$ cat config.mk
export PLATFORM = sky130hd
export DESIGN_NAME = caops_core
export DESIGN_NICKNAME = d
export VERILOG_FILES = /design/src/core/caops_pkg.sv /design/src/core/caops_core.sv
export SDC_FILE = /design/constraint.sdc
export NUM_CORES = 1
export LEC_CHECK = 0
export BUFFER_PORTS_ARGS = -buffer_cell sky130_fd_sc_hd__clkbuf_2
export CAP_MARGIN = 20
export CORE_MARGIN = 1
export CORE_UTILIZATION = 34
export CTS_CLUSTER_DIAMETER = 50
export DETAILED_ROUTE_END_ITERATION = 12
export RECOVER_POWER = 50
export SYNTH_ARGS = -nofsm -noshare
export SYNTH_HDL_FRONTEND = slang
export SYNTH_SLANG_ARGS = --single-unit
$ cat constraint.sdc
create_clock -name SYS_CLK -period 2.5 [get_ports SYS_CLK]
set_clock_uncertainty 0.1 [all_clocks]
set_input_delay 0.125 -clock SYS_CLK [delete_from_list [all_inputs] [get_ports SYS_CLK]]
set_output_delay 0.125 -clock SYS_CLK [all_outputs]
set_load 0.01 [all_outputs]
$ cat src/core/caops_pkg.sv
package caops_pkg;
	localparam int CAOPS_INSN_W = 14;
	localparam int CAOPS_DATA_W = 8;
	localparam int CAOPS_FADDR_W = 7;
	localparam int CAOPS_PC_W = 13;
	localparam int CAOPS_LIT_W = 11;
	// opcode fields of the 14-bit instruction word
	localparam logic [5:0] CAOPS_OPC_COMPL = 6'h09;
	localparam logic [5:0] CAOPS_OPC_DECR = 6'h03;
	localparam logic [5:0] CAOPS_OPC_INCR = 6'h0A;
	localparam logic [2:0] CAOPS_OPC_JUMP = 3'h5;
	localparam int CAOPS_AOP_HI = 13;
	localparam int CAOPS_AOP_LO = 8;
	localparam int CAOPS_JOP_HI = 13;
	localparam int CAOPS_JOP_LO = 11;
	localparam int CAOPS_DEST_BIT = 7;
	localparam int CAOPS_LATCH_HI = 4;
	localparam int CAOPS_LATCH_LO = 3;
	localparam logic [7:0] CAOPS_DATA_RST = 8'h00;
	localparam logic [12:0] CAOPS_PC_RST = 13'h0000;
	localparam logic [6:0] CAOPS_ADDR_RST = 7'h00;
	typedef enum logic [2:0] {
		CAOPS_ST_IDLE = 3'b001,
		CAOPS_ST_READ = 3'b010,
		CAOPS_ST_FLUSH = 3'b100
	} caops_state_t;
endpackage

$ cat src/core/caops_core.sv
`timescale 1ns/1ps
// Notes on behaviour
// RULE1: complement register, write to accumulator or register, zero flag
// RULE2: decrement register, choose destination, update zero flag
// RULE3: increment register, choose destination, update zero flag
// RULE4: branch literal loads program counter bits ten to zero
// RULE5: latch bits four, three fill counter bits twelve, eleven
// RULE6: branch takes two cycles, second executes nothing
// RULE7: zero flag from 8-bit wrapped result; branch keeps flags
module caops_core
	import caops_pkg::*;
#(
	parameter int DATA_W = CAOPS_DATA_W
) (
	input wire logic SYS_CLK,
	input wire logic RST_N,
	input wire logic INSN_VALID,
	input wire logic [CAOPS_INSN_W-1:0] INSN,
	input wire logic [DATA_W-1:0] PC_HIGH_LATCH,
	input wire logic [DATA_W-1:0] REG_RDATA,
	output logic INSN_READY,
	output logic [CAOPS_FADDR_W-1:0] REG_ADDR,
	output logic REG_RD,
	output logic REG_WR,
	output logic [DATA_W-1:0] REG_WDATA,
	output logic ACC_WR,
	output logic [DATA_W-1:0] ACC_WDATA,
	output logic ZERO_WR,
	output logic ZERO_FLAG,
	output logic PC_LOAD,
	output logic [CAOPS_PC_W-1:0] PC_TARGET,
	output logic FETCH_FLUSH
);
	localparam logic [1:0] OP_COM = 2'd0;
	localparam logic [1:0] OP_DEC = 2'd1;
	localparam logic [1:0] OP_INC = 2'd2;

	// sequencing group
	caops_state_t state_q, state_d;
	logic [1:0] op_q, op_d;
	logic dest_q, dest_d;
	logic [CAOPS_FADDR_W-1:0] addr_q, addr_d;
	logic ready_q, ready_d;
	logic rd_q, rd_d;
	// write-back group
	logic wr_q, wr_d;
	logic [DATA_W-1:0] wdata_q, wdata_d;
	logic acc_wr_q, acc_wr_d;
	logic [DATA_W-1:0] acc_q, acc_d;
	logic zwr_q, zwr_d;
	logic zero_q, zero_d;
	// branch group
	logic pcl_q, pcl_d;
	logic [CAOPS_PC_W-1:0] pct_q, pct_d;
	logic flush_q, flush_d;
	// decode of the offered word, shared by sequencer and branch group; ALU result for write-back
	logic take;
	logic is_jump;
	logic is_alu;
	logic [DATA_W-1:0] result;

	function automatic logic [DATA_W-1:0] alu_f(input logic [1:0] op, input logic [DATA_W-1:0] v);
		logic [DATA_W-1:0] r;
		r = ~v; // [RULE1]
		if (op == OP_DEC) begin
			r = v - DATA_W'(1); // [RULE2] [RULE7]
		end else if (op == OP_INC) begin
			r = v + DATA_W'(1); // [RULE3] [RULE7]
		end
		return r;
	endfunction

	function automatic logic is_jump_f(input logic [CAOPS_INSN_W-1:0] w);
		return w[CAOPS_JOP_HI:CAOPS_JOP_LO] == CAOPS_OPC_JUMP;
	endfunction

	function automatic logic is_alu_f(input logic [CAOPS_INSN_W-1:0] w);
		logic [5:0] f;
		f = w[CAOPS_AOP_HI:CAOPS_AOP_LO];
		return f == CAOPS_OPC_COMPL || f == CAOPS_OPC_DECR || f == CAOPS_OPC_INCR;
	endfunction

	function automatic logic [1:0] alu_code_f(input logic [CAOPS_INSN_W-1:0] w);
		logic [5:0] f;
		logic [1:0] c;
		f = w[CAOPS_AOP_HI:CAOPS_AOP_LO];
		c = OP_INC;
		if (f == CAOPS_OPC_COMPL) begin
			c = OP_COM;
		end else if (f == CAOPS_OPC_DECR) begin
			c = OP_DEC;
		end
		return c;
	endfunction

	// unknown opcodes are taken but start nothing, so ready stays high and fetch is not stalled
	assign take = INSN_VALID && ready_q && (state_q == CAOPS_ST_IDLE);
	assign is_jump = is_jump_f(INSN);
	assign is_alu = is_alu_f(INSN);

	always_comb begin
		state_d = state_q;
		op_d = op_q;
		dest_d = dest_q;
		addr_d = addr_q;
		ready_d = 1'b1;
		rd_d = 1'b0;
		case (state_q)
			CAOPS_ST_IDLE: begin
				if (take && is_jump) begin
					ready_d = 1'b0;
					state_d = CAOPS_ST_FLUSH; // [RULE6]
				end else if (take && is_alu) begin
					op_d = alu_code_f(INSN);
					dest_d = INSN[CAOPS_DEST_BIT];
					addr_d = INSN[CAOPS_FADDR_W-1:0];
					rd_d = 1'b1;
					ready_d = 1'b0;
					state_d = CAOPS_ST_READ;
				end
			end
			CAOPS_ST_READ: begin
				// write-back happens on this edge; a new word may be taken on the next
				state_d = CAOPS_ST_IDLE;
			end
			CAOPS_ST_FLUSH: begin
				// second branch cycle: ready was low, so the word offered now is not run
				state_d = CAOPS_ST_IDLE; // [RULE6]
			end
			default: begin
				state_d = CAOPS_ST_IDLE;
			end
		endcase
	end

	always_comb begin
		wr_d = 1'b0;
		wdata_d = wdata_q;
		acc_wr_d = 1'b0;
		acc_d = acc_q;
		zwr_d = 1'b0;
		zero_d = zero_q;
		result = alu_f(op_q, REG_RDATA);
		if (state_q == CAOPS_ST_READ) begin
			// read data stands only while the read strobe is high, so sample it here
			wdata_d = result;
			acc_d = result;
			wr_d = dest_q; // [RULE1] [RULE2] [RULE3]
			acc_wr_d = ~dest_q; // [RULE1] [RULE2] [RULE3]
			zwr_d = 1'b1;
			zero_d = (result == '0); // [RULE7]
		end
	end

	always_comb begin
		pcl_d = 1'b0;
		pct_d = pct_q;
		flush_d = 1'b0;
		if (take && is_jump) begin
			// flags untouched by the branch [RULE7]
			pct_d = {PC_HIGH_LATCH[CAOPS_LATCH_HI:CAOPS_LATCH_LO], INSN[CAOPS_LIT_W-1:0]}; // [RULE4] [RULE5]
			pcl_d = 1'b1;
			flush_d = 1'b1; // [RULE6]
		end
	end

	always_ff @(posedge SYS_CLK or negedge RST_N) begin
		if (!RST_N) begin
			state_q <= CAOPS_ST_IDLE;
			op_q <= OP_COM;
			dest_q <= 1'b0;
			addr_q <= CAOPS_ADDR_RST;
			ready_q <= 1'b0;
			rd_q <= 1'b0;
		end else begin
			state_q <= state_d;
			op_q <= op_d;
			dest_q <= dest_d;
			addr_q <= addr_d;
			ready_q <= ready_d;
			rd_q <= rd_d;
		end
	end

	always_ff @(posedge SYS_CLK or negedge RST_N) begin
		if (!RST_N) begin
			wr_q <= 1'b0;
			wdata_q <= CAOPS_DATA_RST;
			acc_wr_q <= 1'b0;
			acc_q <= CAOPS_DATA_RST;
			zwr_q <= 1'b0;
			zero_q <= 1'b0;
		end else begin
			wr_q <= wr_d;
			wdata_q <= wdata_d;
			acc_wr_q <= acc_wr_d;
			acc_q <= acc_d;
			zwr_q <= zwr_d;
			zero_q <= zero_d;
		end
	end

	always_ff @(posedge SYS_CLK or negedge RST_N) begin
		if (!RST_N) begin
			pcl_q <= 1'b0;
			pct_q <= CAOPS_PC_RST;
			flush_q <= 1'b0;
		end else begin
			pcl_q <= pcl_d;
			pct_q <= pct_d;
			flush_q <= flush_d;
		end
	end

	assign INSN_READY = ready_q;
	assign REG_ADDR = addr_q;
	assign REG_RD = rd_q;
	assign REG_WR = wr_q;
	assign REG_WDATA = wdata_q;
	assign ACC_WR = acc_wr_q;
	assign ACC_WDATA = acc_q;
	assign ZERO_WR = zwr_q;
	assign ZERO_FLAG = zero_q;
	assign PC_LOAD = pcl_q;
	assign PC_TARGET = pct_q;
	assign FETCH_FLUSH = flush_q;
endmodule

* Word level (Yosys, flattened, before mapping)
Index checks and enable logic that the tools add are counted.
** Operators by class
- Add/sub/neg operators :: 2
- Eq/ne operators :: 9
- Multiplexer cells :: 17
- Reductions and logical operators :: 8
- Bitwise gates (word level) :: 3
** Operator list (number)
- 8-bit 2-to-1 mux :: 2
- 6-bit by 4-bit equality test with 1-bit output (second input constant) :: 2
- 1-bit 2-to-1 mux :: 10
- 3-bit 2-to-1 mux :: 3
- 8-bit by 1-bit adder with 8-bit output (second input constant) :: 1
- 8-bit logical NOT :: 1
- 8-bit inverter :: 1
- 8-bit by 1-bit subtractor with 8-bit output (second input constant) :: 1
- 6-bit by 2-bit equality test with 1-bit output (second input constant) :: 1
- 1-bit logical AND :: 4
- 2-bit 2-to-1 mux :: 2
- 3-bit by 1-bit equality test with 1-bit output (second input constant) :: 1
- 3-bit by 2-bit equality test with 1-bit output (second input constant) :: 1
- 3-bit equality test (second input constant) :: 1
- 3-bit by 1-bit inequality test with 1-bit output (second input constant) :: 1
- 3-bit AND reduction :: 1
- 2-bit by 1-bit equality test with 1-bit output (second input constant) :: 1
- 2-bit equality test (second input constant) :: 1
- 1-bit logical OR :: 2
- 1-bit inverter :: 2
** Word-level totals
- Flip-flop bits (word level) :: 41
- Bits of input ports :: 33
- Logic and storage cells :: 52

* Longest topological paths before layout
Gate-level depths: netlist of run 1.
- Depth after elaboration :: 7
- Mapped depth :: 7

* Worst setup path before layout of run 1
No wires, ideal clock.
- Path kind :: register to register
- Start point :: register state_q[0]
- End point :: register pct_q[2], in the netlist PC_TARGET[2]
- Setup time :: 125 ps
- Buffers on the path :: 1
- Period minus slack after synthesis :: 1833 ps
- Setup slack :: 667 ps
- Arrival :: 1608 ps
- Stages on the path, launching flop included :: 6
- Cells stage by stage :: dfstp_2 > nor4b_4 > nand3_2 > nor2_2 > buf_6 > mux2_2
** On the way
- Word-level cells in the longest chain between the ends :: 3
** Ends and longest elaborated chain
- start, declared :: RTL line caops_core.sv:39 : caops_state_t state_q, state_d;
- start signal, assigned :: RTL line caops_core.sv:176 : state_q <= state_d;
- 3-bit by 1-bit equality test with 1-bit output :: RTL line caops_core.sv:97 : assign take = INSN_VALID && ready_q && (state_q == CAOPS_ST_IDLE);
- 1-bit logical AND :: RTL line caops_core.sv:97
- 1-bit logical AND :: RTL line caops_core.sv:159 : if (take && is_jump) begin
- end signal, assigned :: RTL line caops_core.sv:210 : pct_q <= pct_d;
- end, declared :: RTL line caops_core.sv:54 : logic [CAOPS_PC_W-1:0] pct_q, pct_d;
Every way passes these cells.
A chain may end at the register's enable or synchronous reset.

* Worst setup path in the final report of run 1
- Start point :: input port REG_RDATA[0]
- End point :: register zero_q, in the netlist ZERO_FLAG
** On the way
- Word-level cells in the longest chain between the ends :: 4
- Elaborated cells between the ends (all ways) :: 6
- Classes of those cells :: add/sub: 2; mux: 2; bitwise: 1; reduce/logical: 1
** Ends and longest elaborated chain
- start, declared :: RTL line caops_core.sv:20 : input wire logic [DATA_W-1:0] REG_RDATA,
- 8-bit by 1-bit adder with 8-bit output or 8-bit inverter (tied branches) :: RTL line caops_core.sv:68, caops_core.sv:64
- 8-bit 2-to-1 mux :: RTL line caops_core.sv:67 : end else if (op == OP_INC) begin
- 8-bit 2-to-1 mux (*) :: RTL line caops_core.sv:65 : if (op == OP_DEC) begin
- 8-bit logical NOT (*) :: RTL line caops_core.sv:151 : zero_d = (result == '0);
- end signal, assigned :: RTL line caops_core.sv:199 : zero_q <= zero_d;
- end, declared :: RTL line caops_core.sv:51 : logic zero_q, zero_d;
Every way passes the cells marked *; elsewhere a longest branch is shown, timed or not.

==> results summary, run 1 <==
The power density over the cells came out at 666.3 nW/µm². The number of violations reported at the end of detailed-routing iteration 0 came out at 12. The sequential share of power is 0.506. The clock latency at the later pin of the worst-skew pair came out at 0.30 ns. The horizontal die dimension is 76.22 µm. The register area share after synthesis is 0.5484. The number of cells on the worst reg-to-reg path came out at 4. Routability-driven placement finished with a final weighted congestion of 0.7410. The CTS buffer count is 5.

The worst relative slew slack is 0.3369. The internal power summed over all cells came out at 1143 µW. 0 antenna diodes ended up in the layout. From synthesis to final layout, the design area changed by 30.19%. The critical path ends at ZERO_FLAG.

The placeable core area came out at 5205 µm². Of the total power, the share spent switching nets is 0.2969. Across every metal layer, demand over resource in global routing totals 0.1386.

Counting the fill cells in the layout gives 517. The TritonCTS sink count came out at 41. The detailed-route via count is 1,412. The per-cell via count in the routed design came out at 4.570. Data arrives at the worst endpoint at 2.15 ns.

The number of resized instances in the post-cts repair step is 0. The post-detailed-route wirelength per cell is 11.90 µm. Summed over all nets, the half-perimeter wirelength after detailed placement is 2605 µm. The cell total after placement is 288. TritonCTS built the clock tree. The required arrival time at the worst endpoint is 2.61 ns. For this configuration, the core starts out at a cell density of 0.3599. Of the total power, the clock network draws 0.271. The number of failing hold endpoints at the final stage came to 0. The number of storage elements in the synthesis netlist is 41. The H-tree was split into 2 levels.

The worst-path maximum fanout came out at 5. The share of cells above drive strength 1 is 0.3724. The post-synth design cell area came out at 1873 µm². The launch point of the critical path is REG_RDATA[0]. At the pin with the least slew margin, the transition time is 0.9947 ns. The setup slack of the critical path after layout came out at 0.4587 ns. For this run the aggregate overflow at the end of global routing stands at 0.

Setup violations remaining at the end of the flow were counted as 0. The multi-input logic area came out at 740.7 µm². The synthesized netlist cell count is 156.

The finished layout holds 309 standard cells, fillers aside. The remaining antenna violation count is 0. Setup repair after global routing left no endpoint under its margin. Measured along the y axis, the die boundary spans 76.22 µm. Timing analysis after detailed placement gives a worst setup slack of 0.6164 ns.

For this run, the detailed router's first-pass iteration total came to 4. After synthesis, the netlist uses 36 different library cells. The total die area is 5809 µm². The highest attainable clock frequency came out at 0.4899 GHz.

The total area of sequential cells came out at 1027 µm². The clock root buffer is clkbuf_8. Clock-pin slew was measured on the worst setup and hold paths at 0.08 ns. The final wirelength came out at 3678 µm.

After the last flow step, the layout net total stands at 273. The placement row count is 26. The run finished with clean final reports. In this run the post-CTS setup repair buffer count came out at 0. The number of max-capacitance violations reported is 0. The max-slew violation count came out at 0.

Entering global routing, the biggest net connects 42 pins. The number of buffers added to fix hold violations after cts came out at 13. For this run, the share of the core covered by cells in the final layout is 0.4685. STA classifies the critical path startpoint as a primary input.

The final critical-path share of the clock period came out at 0.8165. The count of buffers from port buffering came out at 70. For this design the top-level I/O count stands at 77. The endpoint of the most critical register-to-register path is ZERO_FLAG.

The via count of the first global-routing pass was 1,371. The critical path in this run is classified as primary input to flip-flop. The number of antenna violations at the first check in global routing came to 0. The share of total power in combinational logic is 0.223. The worst reg-to-reg setup slack is 0.62 ns. The static power due to leakage is 0.001174 µW.

In the routed design, unresolved DRC markers number 0. The total nets after synthesis is 191. The wire length of the first global-routing pass is 6272 µm. Hold is met by 0.009356 ns. The minimum period implied by the final worst setup slack is 2.041 ns. The analysis attributes to net switching a power of 482.3 µW. The number of synthesis warnings is 0. In this run the critical register-to-register path is launched from state_q[2]. The worst setup path is captured at a flip-flop. For the final routed database, the setup TNS stands at 0 ns.

The type of the worst min-delay path is primary input to flip-flop. The largest voltage drop on the vdd net is 0.0003857 V. The average size of a mapped cell is 12.01 µm². The clock passes through at most 2 buffers.
-- cell families after synthesis --
group                    share of synthesized area
AO/OA/AOI/OAI                              0.08884
flip-flops                                  0.5484
adder cells (fa/ha/maj)                    0.01336
buffers and inverters                      0.05611
AND/OR/NAND/NOR                             0.1316
multiplexers                                0.1383
XOR/XNOR                                   0.02338
-- worst min path at each step --
stage,startpoint,to,slack [ns],depth (start not counted)
2_1_floorplan,RST_N,ACC_WDATA[0],-0.27,0
5_1_grt,INSN_VALID,state_q[2],0.009,3
4_1_cts,INSN_VALID,state_q[2],0.0006,3
6_report,INSN[10],PC_TARGET[10],0.009,2
3_5_place_dp,RST_N,ACC_WDATA[3],0.12,2
3_3_place_gp,RST_N,ACC_WDATA[0],0.13,2
-- stage by stage --
stage	area [µm²]	total power [µW]
after floorplan	1873	1037
after CTS	2469	1665
after global placement	2251	1196
after detailed placement	2251	1202
after global routing	2439	1719
final	2439	1625
-- power by group through the flow --
stage	clock (µW)	sequential (µW)	combinational, µW
after floorplan	0	880	157
after global placement	0	833	363
after detailed placement	0	835	366
after CTS	457	825	383
after global routing	480	839	400
final	440	823	362
-- placed cells by master, fill, tap and decap left out, drive strengths merged, types with 3 or more instances in the layout --
master / count
clkbuf: 77
dfrtp: 40
mux2: 23
nand2: 14
dlygate4sd3: 13
nor2: 9
o21ai: 7
inv: 5
xor2: 5
o22ai: 5
a21oi: 4
a31oi: 4
and2: 3
nor3: 3
-- flip-flops by register name, indices dropped and copies added (netlist names) --
register / flops
ACC_WR: 1
REG_WR: 1
REG_ADDR: 7
PC_TARGET: 13
FETCH_FLUSH: 1
INSN_READY: 1
ZERO_WR: 1
ZERO_FLAG: 1
op_q: 2
ACC_WDATA: 8
REG_RD: 1
dest_q: 1
state_q: 3
-- metal layers --
layer	track usage	vias to the layer above	wire length [µm]
met4	0.05769	0	61
li1	-	704	-
met1	0.1737	642	1712
met2	0.2162	60	1590
met5	0	-	0
met3	0.04910	6	314
-- critical path, cell delays in order --
cell and delay, ns:
dlygate4sd3_1 0.53, clkbuf_2 0.15, inv_1 0.06, ha_1 0.30, a211o_1 0.31, a211oi_1 0.29, nand4_1 0.14, o31ai_1 0.24
-- cell type report --
class / instances / area share
tap: 70 / 0.03592
multi-input combinational: 98 / 0.3037
clock buffer: 6 / 0.02976
sequential: 41 / 0.4212
clock inverter: 2 / 0.006157
timing repair buffer: 86 / 0.1939
inverter: 6 / 0.009236
-- synthesized netlist by cell type --
library cell	number	share of area
a211o_1	1	0.0047
a211oi_1	1	0.0040
a21oi_1	4	0.011
a31oi_1	4	0.013
and2_1	3	0.010
and3_1	2	0.0067
buf_4	9	0.036
buf_6	1	0.0060
clkbuf_1	1	0.0020
clkinv_1	1	0.0020
dfrtp_1	40	0.53
dfstp_2	1	0.014
ha_1	2	0.013
inv_1	5	0.010
mux2_2	23	0.14
nand2_1	13	0.026
nand2_4	1	0.0060
nand2b_1	2	0.0067
nand3_1	1	0.0027
nand3_2	1	0.0053
nand4_1	2	0.0067
nor2_1	8	0.016
nor2_2	1	0.0033
nor3_1	2	0.0053
nor3_4	1	0.0087
nor3b_1	1	0.0040
nor4b_4	1	0.013
o211ai_1	1	0.0040
o21ai_0	7	0.019
o22ai_1	4	0.013
o22ai_2	1	0.0067
o2bb2ai_1	2	0.0094
o31ai_1	1	0.0040
or3_1	2	0.0067
or3b_2	1	0.0047
xor2_1	5	0.023
Note: power is estimated with default switching activity, not from simulation.
==> run 2: changes to the inputs <==
Clock period 2.5 ns to 2 ns, I/O delays scaled along.
==> run 2 against run 1 <==
  * Critical path type is now flip-flop to flip-flop
  * Hold slack improved by 0.011 ns
  * Clock power grew 17%
  * Sequential share of layout area down 0.34 points
  * Cell area is 0.82% higher
  * Register-to-register slack worse by 0.40 ns
  * Non-clock buffer count rose by 6
  * Die area unchanged
  * Global-route usage is essentially flat
  * Wire length rose by 1.9%
  * Via count is 1.7% higher
==> results summary, run 2 (synthesis gave the netlist of run 1 again) <==
The flow ran to the end, and the final reports show no timing, DRC or antenna violations. Adding up every negative setup slack in the final design gives 0 ns. The post-DP HPWL came out at 2740 µm.

The power density over the cells is 808.6 nW/µm². Along the worst path, the maximum fanout reaches 7. From bottom edge to top edge, the die measures 76.22 µm. The max-slew violation count came to 0.

The number of antenna violations at the first check in global routing is 0. The clock latency at the later pin of the worst-skew pair came out at 0.28 ns. The final wirelength is 3749 µm. The placeable core area came out at 5205 µm².

For the pin with the worst max-slew slack, the measured transition is 0.7746 ns. The CTS buffer count came out at 5. The H-tree depth is 2.

The number of failing hold endpoints at the final stage was 0. The first detailed-routing pass took 4 iterations. The final instance area is 2459 µm². The endpoint arrival time on the critical path came out at 1.87 ns. The initial core utilization came out at 0.3599. The category of the most critical setup path is flip-flop to flip-flop.

After global routing the overflow that remains totals 0. In this run the cell area measured after placement is 2281 µm². Setup repair after global routing left no endpoint under its margin.

The most frequent standard cell in the layout excluding fill and tap cells is clkbuf_1. The final instance count without filler cells is 315. The clock tree buffer depth came out at 2. The overall power of the completed layout came out at 1988 µW. The per-cell via count in the routed design is 4.559. The detailed-route via count came out at 1,436. The net count of the finished layout is 279. The maximum number of pins on one net before global-route repair came out at 32. The number of antenna cells inserted came out at 0. The static power due to leakage came out at 0.001148 µW. The post-detailed-route wirelength per cell came out at 11.90 µm.

Prior to clock tree synthesis, the placed netlist has a worst setup slack of 0.2117 ns. The tree is rooted in a clkbuf_8. The global routing usage on met2 came out at 0.2234. The CTS clock-pin slew for the worst setup and hold paths came out at 0.08 ns.

The sequential share of power came out at 0.518. The number of setup violations in the final report is 0. For this design the total switching power over the nets is 573.9 µW. The worst setup path is captured at a flip-flop. The horizontal die dimension is 76.22 µm. The global-route layer with the greatest usage is met2. In the final layout, the share of cells above drive strength 1 is 0.2898. The switching power as a share of total power came out at 0.2887. In this run the remaining antenna-violating nets after routing total 0. The detailed router finished its first iteration with 30 violations. The minimum period implied by the final worst setup slack is 1.778 ns. In this run the worst hold path is classified as primary input to flip-flop. The worst setup path is launched from a flip-flop. The wire length of the first global-routing pass came out at 6437 µm. The number of max-capacitance violations reported came out at 0. The congestion estimate from routability-driven global placement came to 0.7625.

The total track usage is 0.1387. The register with the most flip-flops in the layout has 13 of them. The highest attainable clock frequency came out at 0.5624 GHz. For this run, design rule violations remaining after detail routing come to 0. The global routing met1 resource utilization came out at 0.1749. The required arrival time at the worst endpoint came out at 2.10 ns. Leaving out fill and tap cells, the most frequent cells in the layout are clkbuf_1 (45), dfrtp_1 (40), clkbuf_2 (26). Of the total power, combinational logic draws 0.224. Setup slack on the critical path of the routed design comes to 0.2218 ns. The TritonCTS sink count came out at 41.

The worst relative slew slack came out at 0.4836. The count of buffers from port buffering came out at 70. TritonCTS built the clock tree. The part of the power in the clock network is 0.259. The final critical-path share of the clock period came out at 0.8891. Once placement completed, the tool counted placed cells totaling 292. The placement row count came out at 26. Compared with the post-synthesis result, the final layout area differs by 31.26%. The worst-case IR drop observed on VDD is 0.0004671 V.

The number of I/O pins is 77. The total die area is 5809 µm². The via count of the first global-routing pass came out at 1,391. The internal power summed over all cells came out at 1414 µW. The global-route track usage on met3 is 0.05269.
## run 2: timing repair
action | 4_1_cts | 5_1_grt
hold endpoints to repair | 51 | 0
hold buffers | 15 | 0
gates resized for setup | 0 | 0
buffers inserted | 0 | 0
## run 2: final timing paths
kind	startpoint	endpoint	cells after the start	slack, ns
setup / recovery	op_q[1]	ZERO_FLAG	5	0.22
hold / removal	INSN[13]	state_q[2]	3	0.02
setup reg to reg	op_q[1]	ZERO_FLAG	5	0.22
hold reg to reg	dest_q	ACC_WR	1	0.34
max in group asynchronous	RST_N	PC_TARGET[12]	3	0.87
min in group asynchronous	RST_N	ACC_WDATA[0]	2	0.32
## run 2: cell type report
cell class | count | area, µm²
Sequential cell | 41 | 1027
Clock buffer | 6 | 72.57
Timing Repair Buffer | 92 | 498.0
Fill cell | 525 | 2746
Inverter | 6 | 22.52
Tap cell | 70 | 87.58
Multi-Input combinational cell | 98 | 740.7
Clock inverter | 2 | 10.01
## run 2: metal layers
metal	wire length, µm	part of all wire
met3	295	0.079
met1	1780	0.47
met4	0	0
met2	1674	0.45
met5	0	0
## run 2: through the flow
step / hold slack (ns) / util
after global routing: 0.01127 / 0.4724
after detailed placement: 0.1191 / 0.4382
after floorplan: -0.2956 / -
after global placement: 0.1215 / 0.4382
after CTS: 0.004543 / 0.4829
final: 0.02043 / 0.4724
## run 2: power by group through the flow
stage	sequential, µW	clock (µW)	combinational [µW]
global placement	1040	0	455
finish	1030	514	444
floorplan	1100	0	197
global route	1050	584	491
detailed placement	1050	0	461
CTS	1030	544	485
## run 2: worst max-delay path, cell delays in order (launching register included)
cell	delay (ns)
dfrtp_1	0.45
nand2b_1	0.27
o22ai_1	0.32
xor2_1	0.21
nand4_1	0.11
o31ai_1	0.23
==> run 3: changes to the inputs <==
Settings changed: ABC_AREA from default to 1.
Clock period 2 ns to 2.15 ns, I/O delays scaled along.
==> run 3 against run 2 <==
  * Cell area grew 6.2%
  * Highest routed layer is now met4
  * Critical path depth grew 1
  * Via count grew 21%
  * Sequential power shrank 5%
  * Global-route usage grew 1.1 points
  * Synthesized area grew 7.5%
  * Total power grew 5.9%
==> results summary, run 3 <==
The sum of negative setup slack came out at 0 ns. The synthesized netlist cell count came out at 243. The multiplexer area fraction after synthesis is 0. The net count of the finished layout is 360.

The number of violations reported at the end of detailed-routing iteration 0 is 77. The part of the power in the clock network is 0.272. Yosys mapped a number of flops with a built-in enable equal to 0.

The total die area came out at 6233 µm². The count of buffers from port buffering came out at 70. The worst hold slack is 0.05422 ns. The number of synthesis warnings is 0. The post-detailed-route wirelength per cell came out at 10.90 µm. Broken down by cell family, the worst path's largest delay share belongs to simple AND/OR/NAND/NOR gates. The post-DP HPWL is 3264 µm. Setup violations remaining at the end of the flow were counted as 0. The number of max-capacitance violations reported came out at 0. The total area of sequential cells is 1027 µm².

TritonCTS built the clock tree. The post-synth design cell area is 2013 µm². Setup repair after global routing left no endpoint under its margin. The later pin in the worst-skew pair is clocked with a latency of 0.29 ns. At the pin with the least slew margin, the transition time is 0.6941 ns. STA classifies the critical path startpoint as a flip-flop. The setup slack of the critical path after layout is 0.4097 ns. By count the netlist is led by nand2_1 (73), dfrtp_1 (40), inv_1 (27). The share of the synthesized area in the top cell type is 0.4972. The sequential share of power came out at 0.463. Ranked by total cell area, the synthesized netlist is headed by dfrtp_1 (50%), nand2_1 (14%), o21ai_0 (5.7%). The run finished with clean final reports. The remaining antenna violation count is 0. The max-slew violation count is 0.

The overall power of the completed layout came out at 2105 µW. The number of remaining DRC errors came out at 0. The type of the worst min-delay path is primary input to flip-flop.

The largest total area in the synthesized netlist belongs to dfrtp_1. The minimum period implied by the final worst setup slack came out at 1.740 ns. The minimum setup slack after placement came out at 0.4180 ns.

The placement row count is 27. The CTS buffer count came out at 5. The detailed-route via count is 1,741. Measured in cells, the most critical reg-to-reg path has a length of 6. The arithmetic-cell share of the synthesized area counting full adders, half adders and majority gates came out at 0.01243. The placer congestion estimate came out at 0.8019. The cell count along the critical path came out at 6. Each instance of the synthesized netlist takes up on average 8.285 µm². Before antenna repair, the detailed router went through 4 iterations. In the global route stage, overall resource usage came out at 0.1492. In the finished design, the share of the clock period the worst path needs comes to 0.8094.

The horizontal die dimension is 78.95 µm. Of the total power, the share spent switching nets is 0.3282. The critical path in this run is classified as flip-flop to flip-flop.

For this design, the slowest cell found on the critical path is dfstp_2. The largest family of logic cells by synthesized area is simple AND/OR/NAND/NOR gates. The post-detailed-placement cell area came out at 2391 µm². The number of different library cells used by synthesis comes to 24. The via count of the first global-routing pass is 1,580. The TritonCTS sink count came out at 41. The per-cell via count in the routed design came out at 4.374. The worst-path maximum fanout is 25.

The power density over the cells is 806.3 nW/µm². The synthesized-area fraction occupied by ao, oa, aoi and oai cells was 0.08515. The register with the most flip-flops in the layout has 13 of them. The H-tree was split into 2 levels. The worst-case IR drop observed on VDD is 0.0003351 V. The filler cell count came out at 591. The number of antenna cells inserted is 0. From bottom edge to top edge, the die measures 78.95 µm.

The number of storage elements in the synthesis netlist came out at 41. In this run the count of I/O pins placed on the die edge is 77. Derived from the worst setup path, the maximum achievable clock frequency is 0.5746 GHz. The worst relative slew slack is 0.5373. The area growth from synthesis to layout is 29.71%. Summing all multi-input logic gate instances after layout gives 762.0 µm². The most frequently used cell type in the post-synthesis netlist is nand2_1. The top cell types in the final layout, fill and taps aside, are nand2_1 (73), clkbuf_2 (48), dfrtp_1 (40). The number of cells traversed by the worst hold path is 5. The tree is rooted in a clkbuf_8.

The number of failing hold endpoints at the final stage is 0. The critical path goes through inv_1, nor4_4, nand2_2, inv_1, nand2_1, nand2_1. The total net switching power came out at 691.0 µW. The capturing element type of the critical path is a flip-flop. Internal power comes to 1414 µW. The number of antenna violations at the first check in global routing was 0.

The static power due to leakage is 0.001410 µW. Together, buffers and inverters on the worst path number 2. The most used flip-flop cell after synthesis is dfrtp_1. The register area share after synthesis came out at 0.5103. The endpoint arrival time on the critical path is 1.87 ns. The CTS clock-pin slew for the worst setup and hold paths is 0.08 ns. The final wirelength came out at 4338 µm. The placeable core area came out at 5608 µm². In the final layout, the share of cells above drive strength 1 is 0.2577. The xor/xnor share of the synthesized area came out at 0. The share of total power in combinational logic came out at 0.265. In the synthesized netlist the async set-or-reset flop fraction comes to 1.000. Entering global routing, the biggest net connects 26 pins. The total nets after synthesis is 278. The initial core utilization came out at 0.3590. The required arrival time at the worst endpoint is 2.28 ns. The final instance area came out at 2611 µm².

The wire length of the first global-routing pass is 7334 µm. The library cell used most frequently in the layout, excluding fill and tap cells, is nand2_1. The critical path's largest stage delay is 0.52 ns. The overflow left after global routing is 0. Counting along the longest clock path gives a buffer depth of 2. The simple-gate share of the synthesized area came out at 0.2809.
run 3: changes by cell type in the layout (fill, tap and decap cells not counted), sizes merged, moves of 4 or more:
cell and change:
nand2 +71, nor2 +11, a31oi -4, nand3 +11, inv +29, mux2 -23, o22ai -5, buf -5
xor2 -5, o21ai +21
run 3: per-layer routing:
layer  share of wire  vias to the layer above  GRT usage
met4           0.010                        0    0.04364
met2            0.44                       70     0.2348
met3           0.062                        6    0.02989
met5               0                        -          0
li1                -                      908          -
met1            0.49                      757     0.2076
run 3: through the flow:
step / util / cells
global route: 0.4656 / 398
floorplan: - / 243
finish: 0.4656 / 398
CTS: 0.4719 / 398
global placement: 0.4264 / 375
detailed placement: 0.4264 / 375
run 3: logic make-up (layout without fill, tap and decap cells):
group | count (synthesis) | in the layout
AOI/OAI and AO/OA | 31 | 31
buffers and inverters | 47 | 130
DFF | 41 | 41
adders and majority gates | 2 | 2
and+or+nand+nor | 122 | 122
run 3: cell type report:
type | instances | share of cell area
Sequential cell | 41 | 0.3934
Clock inverter | 1 | 0.003354
Inverter | 33 | 0.05031
Clock buffer | 7 | 0.03690
Timing Repair Buffer | 89 | 0.1897
Tap cell | 72 | 0.03450
Multi-Input combinational cell | 155 | 0.2918
run 3: power groups by stage:
stage          registers [µW]  logic (µW)  clock network, µW
2_1_floorplan            1030         302                  0
3_3_place_gp              985         549                  0
3_5_place_dp              988         563                  0
4_1_cts                   977         584                588
5_1_grt                   991         636                619
6_report                  974         558                573
run 3: final timing paths:
path / endpoint / slack [ns] / from
max: PC_TARGET[12] / 0.41 / state_q[0]
min: ACC_WDATA[7] / 0.05 / REG_RDATA[7]
max reg2reg: PC_TARGET[12] / 0.41 / state_q[0]
min reg2reg: ACC_WR / 0.37 / dest_q
max in group asynchronous: ACC_WR / 0.81 / RST_N
min in group asynchronous: ACC_WDATA[0] / 0.17 / RST_N
run 3: timing repair:
item	4_1_cts	5_1_grt
setup buffers	0	0
hold buffers	15	0
setup endpoints to repair	0	0
gates resized for setup	0	0
endpoints found under the hold margin	61	0
run 3: worst reg2reg max path, delay by kind of cell (launching register included):
family	cells	cell delay (ns)
flops	1	0.52
simple gates	4	0.74
buf+inv	2	0.32
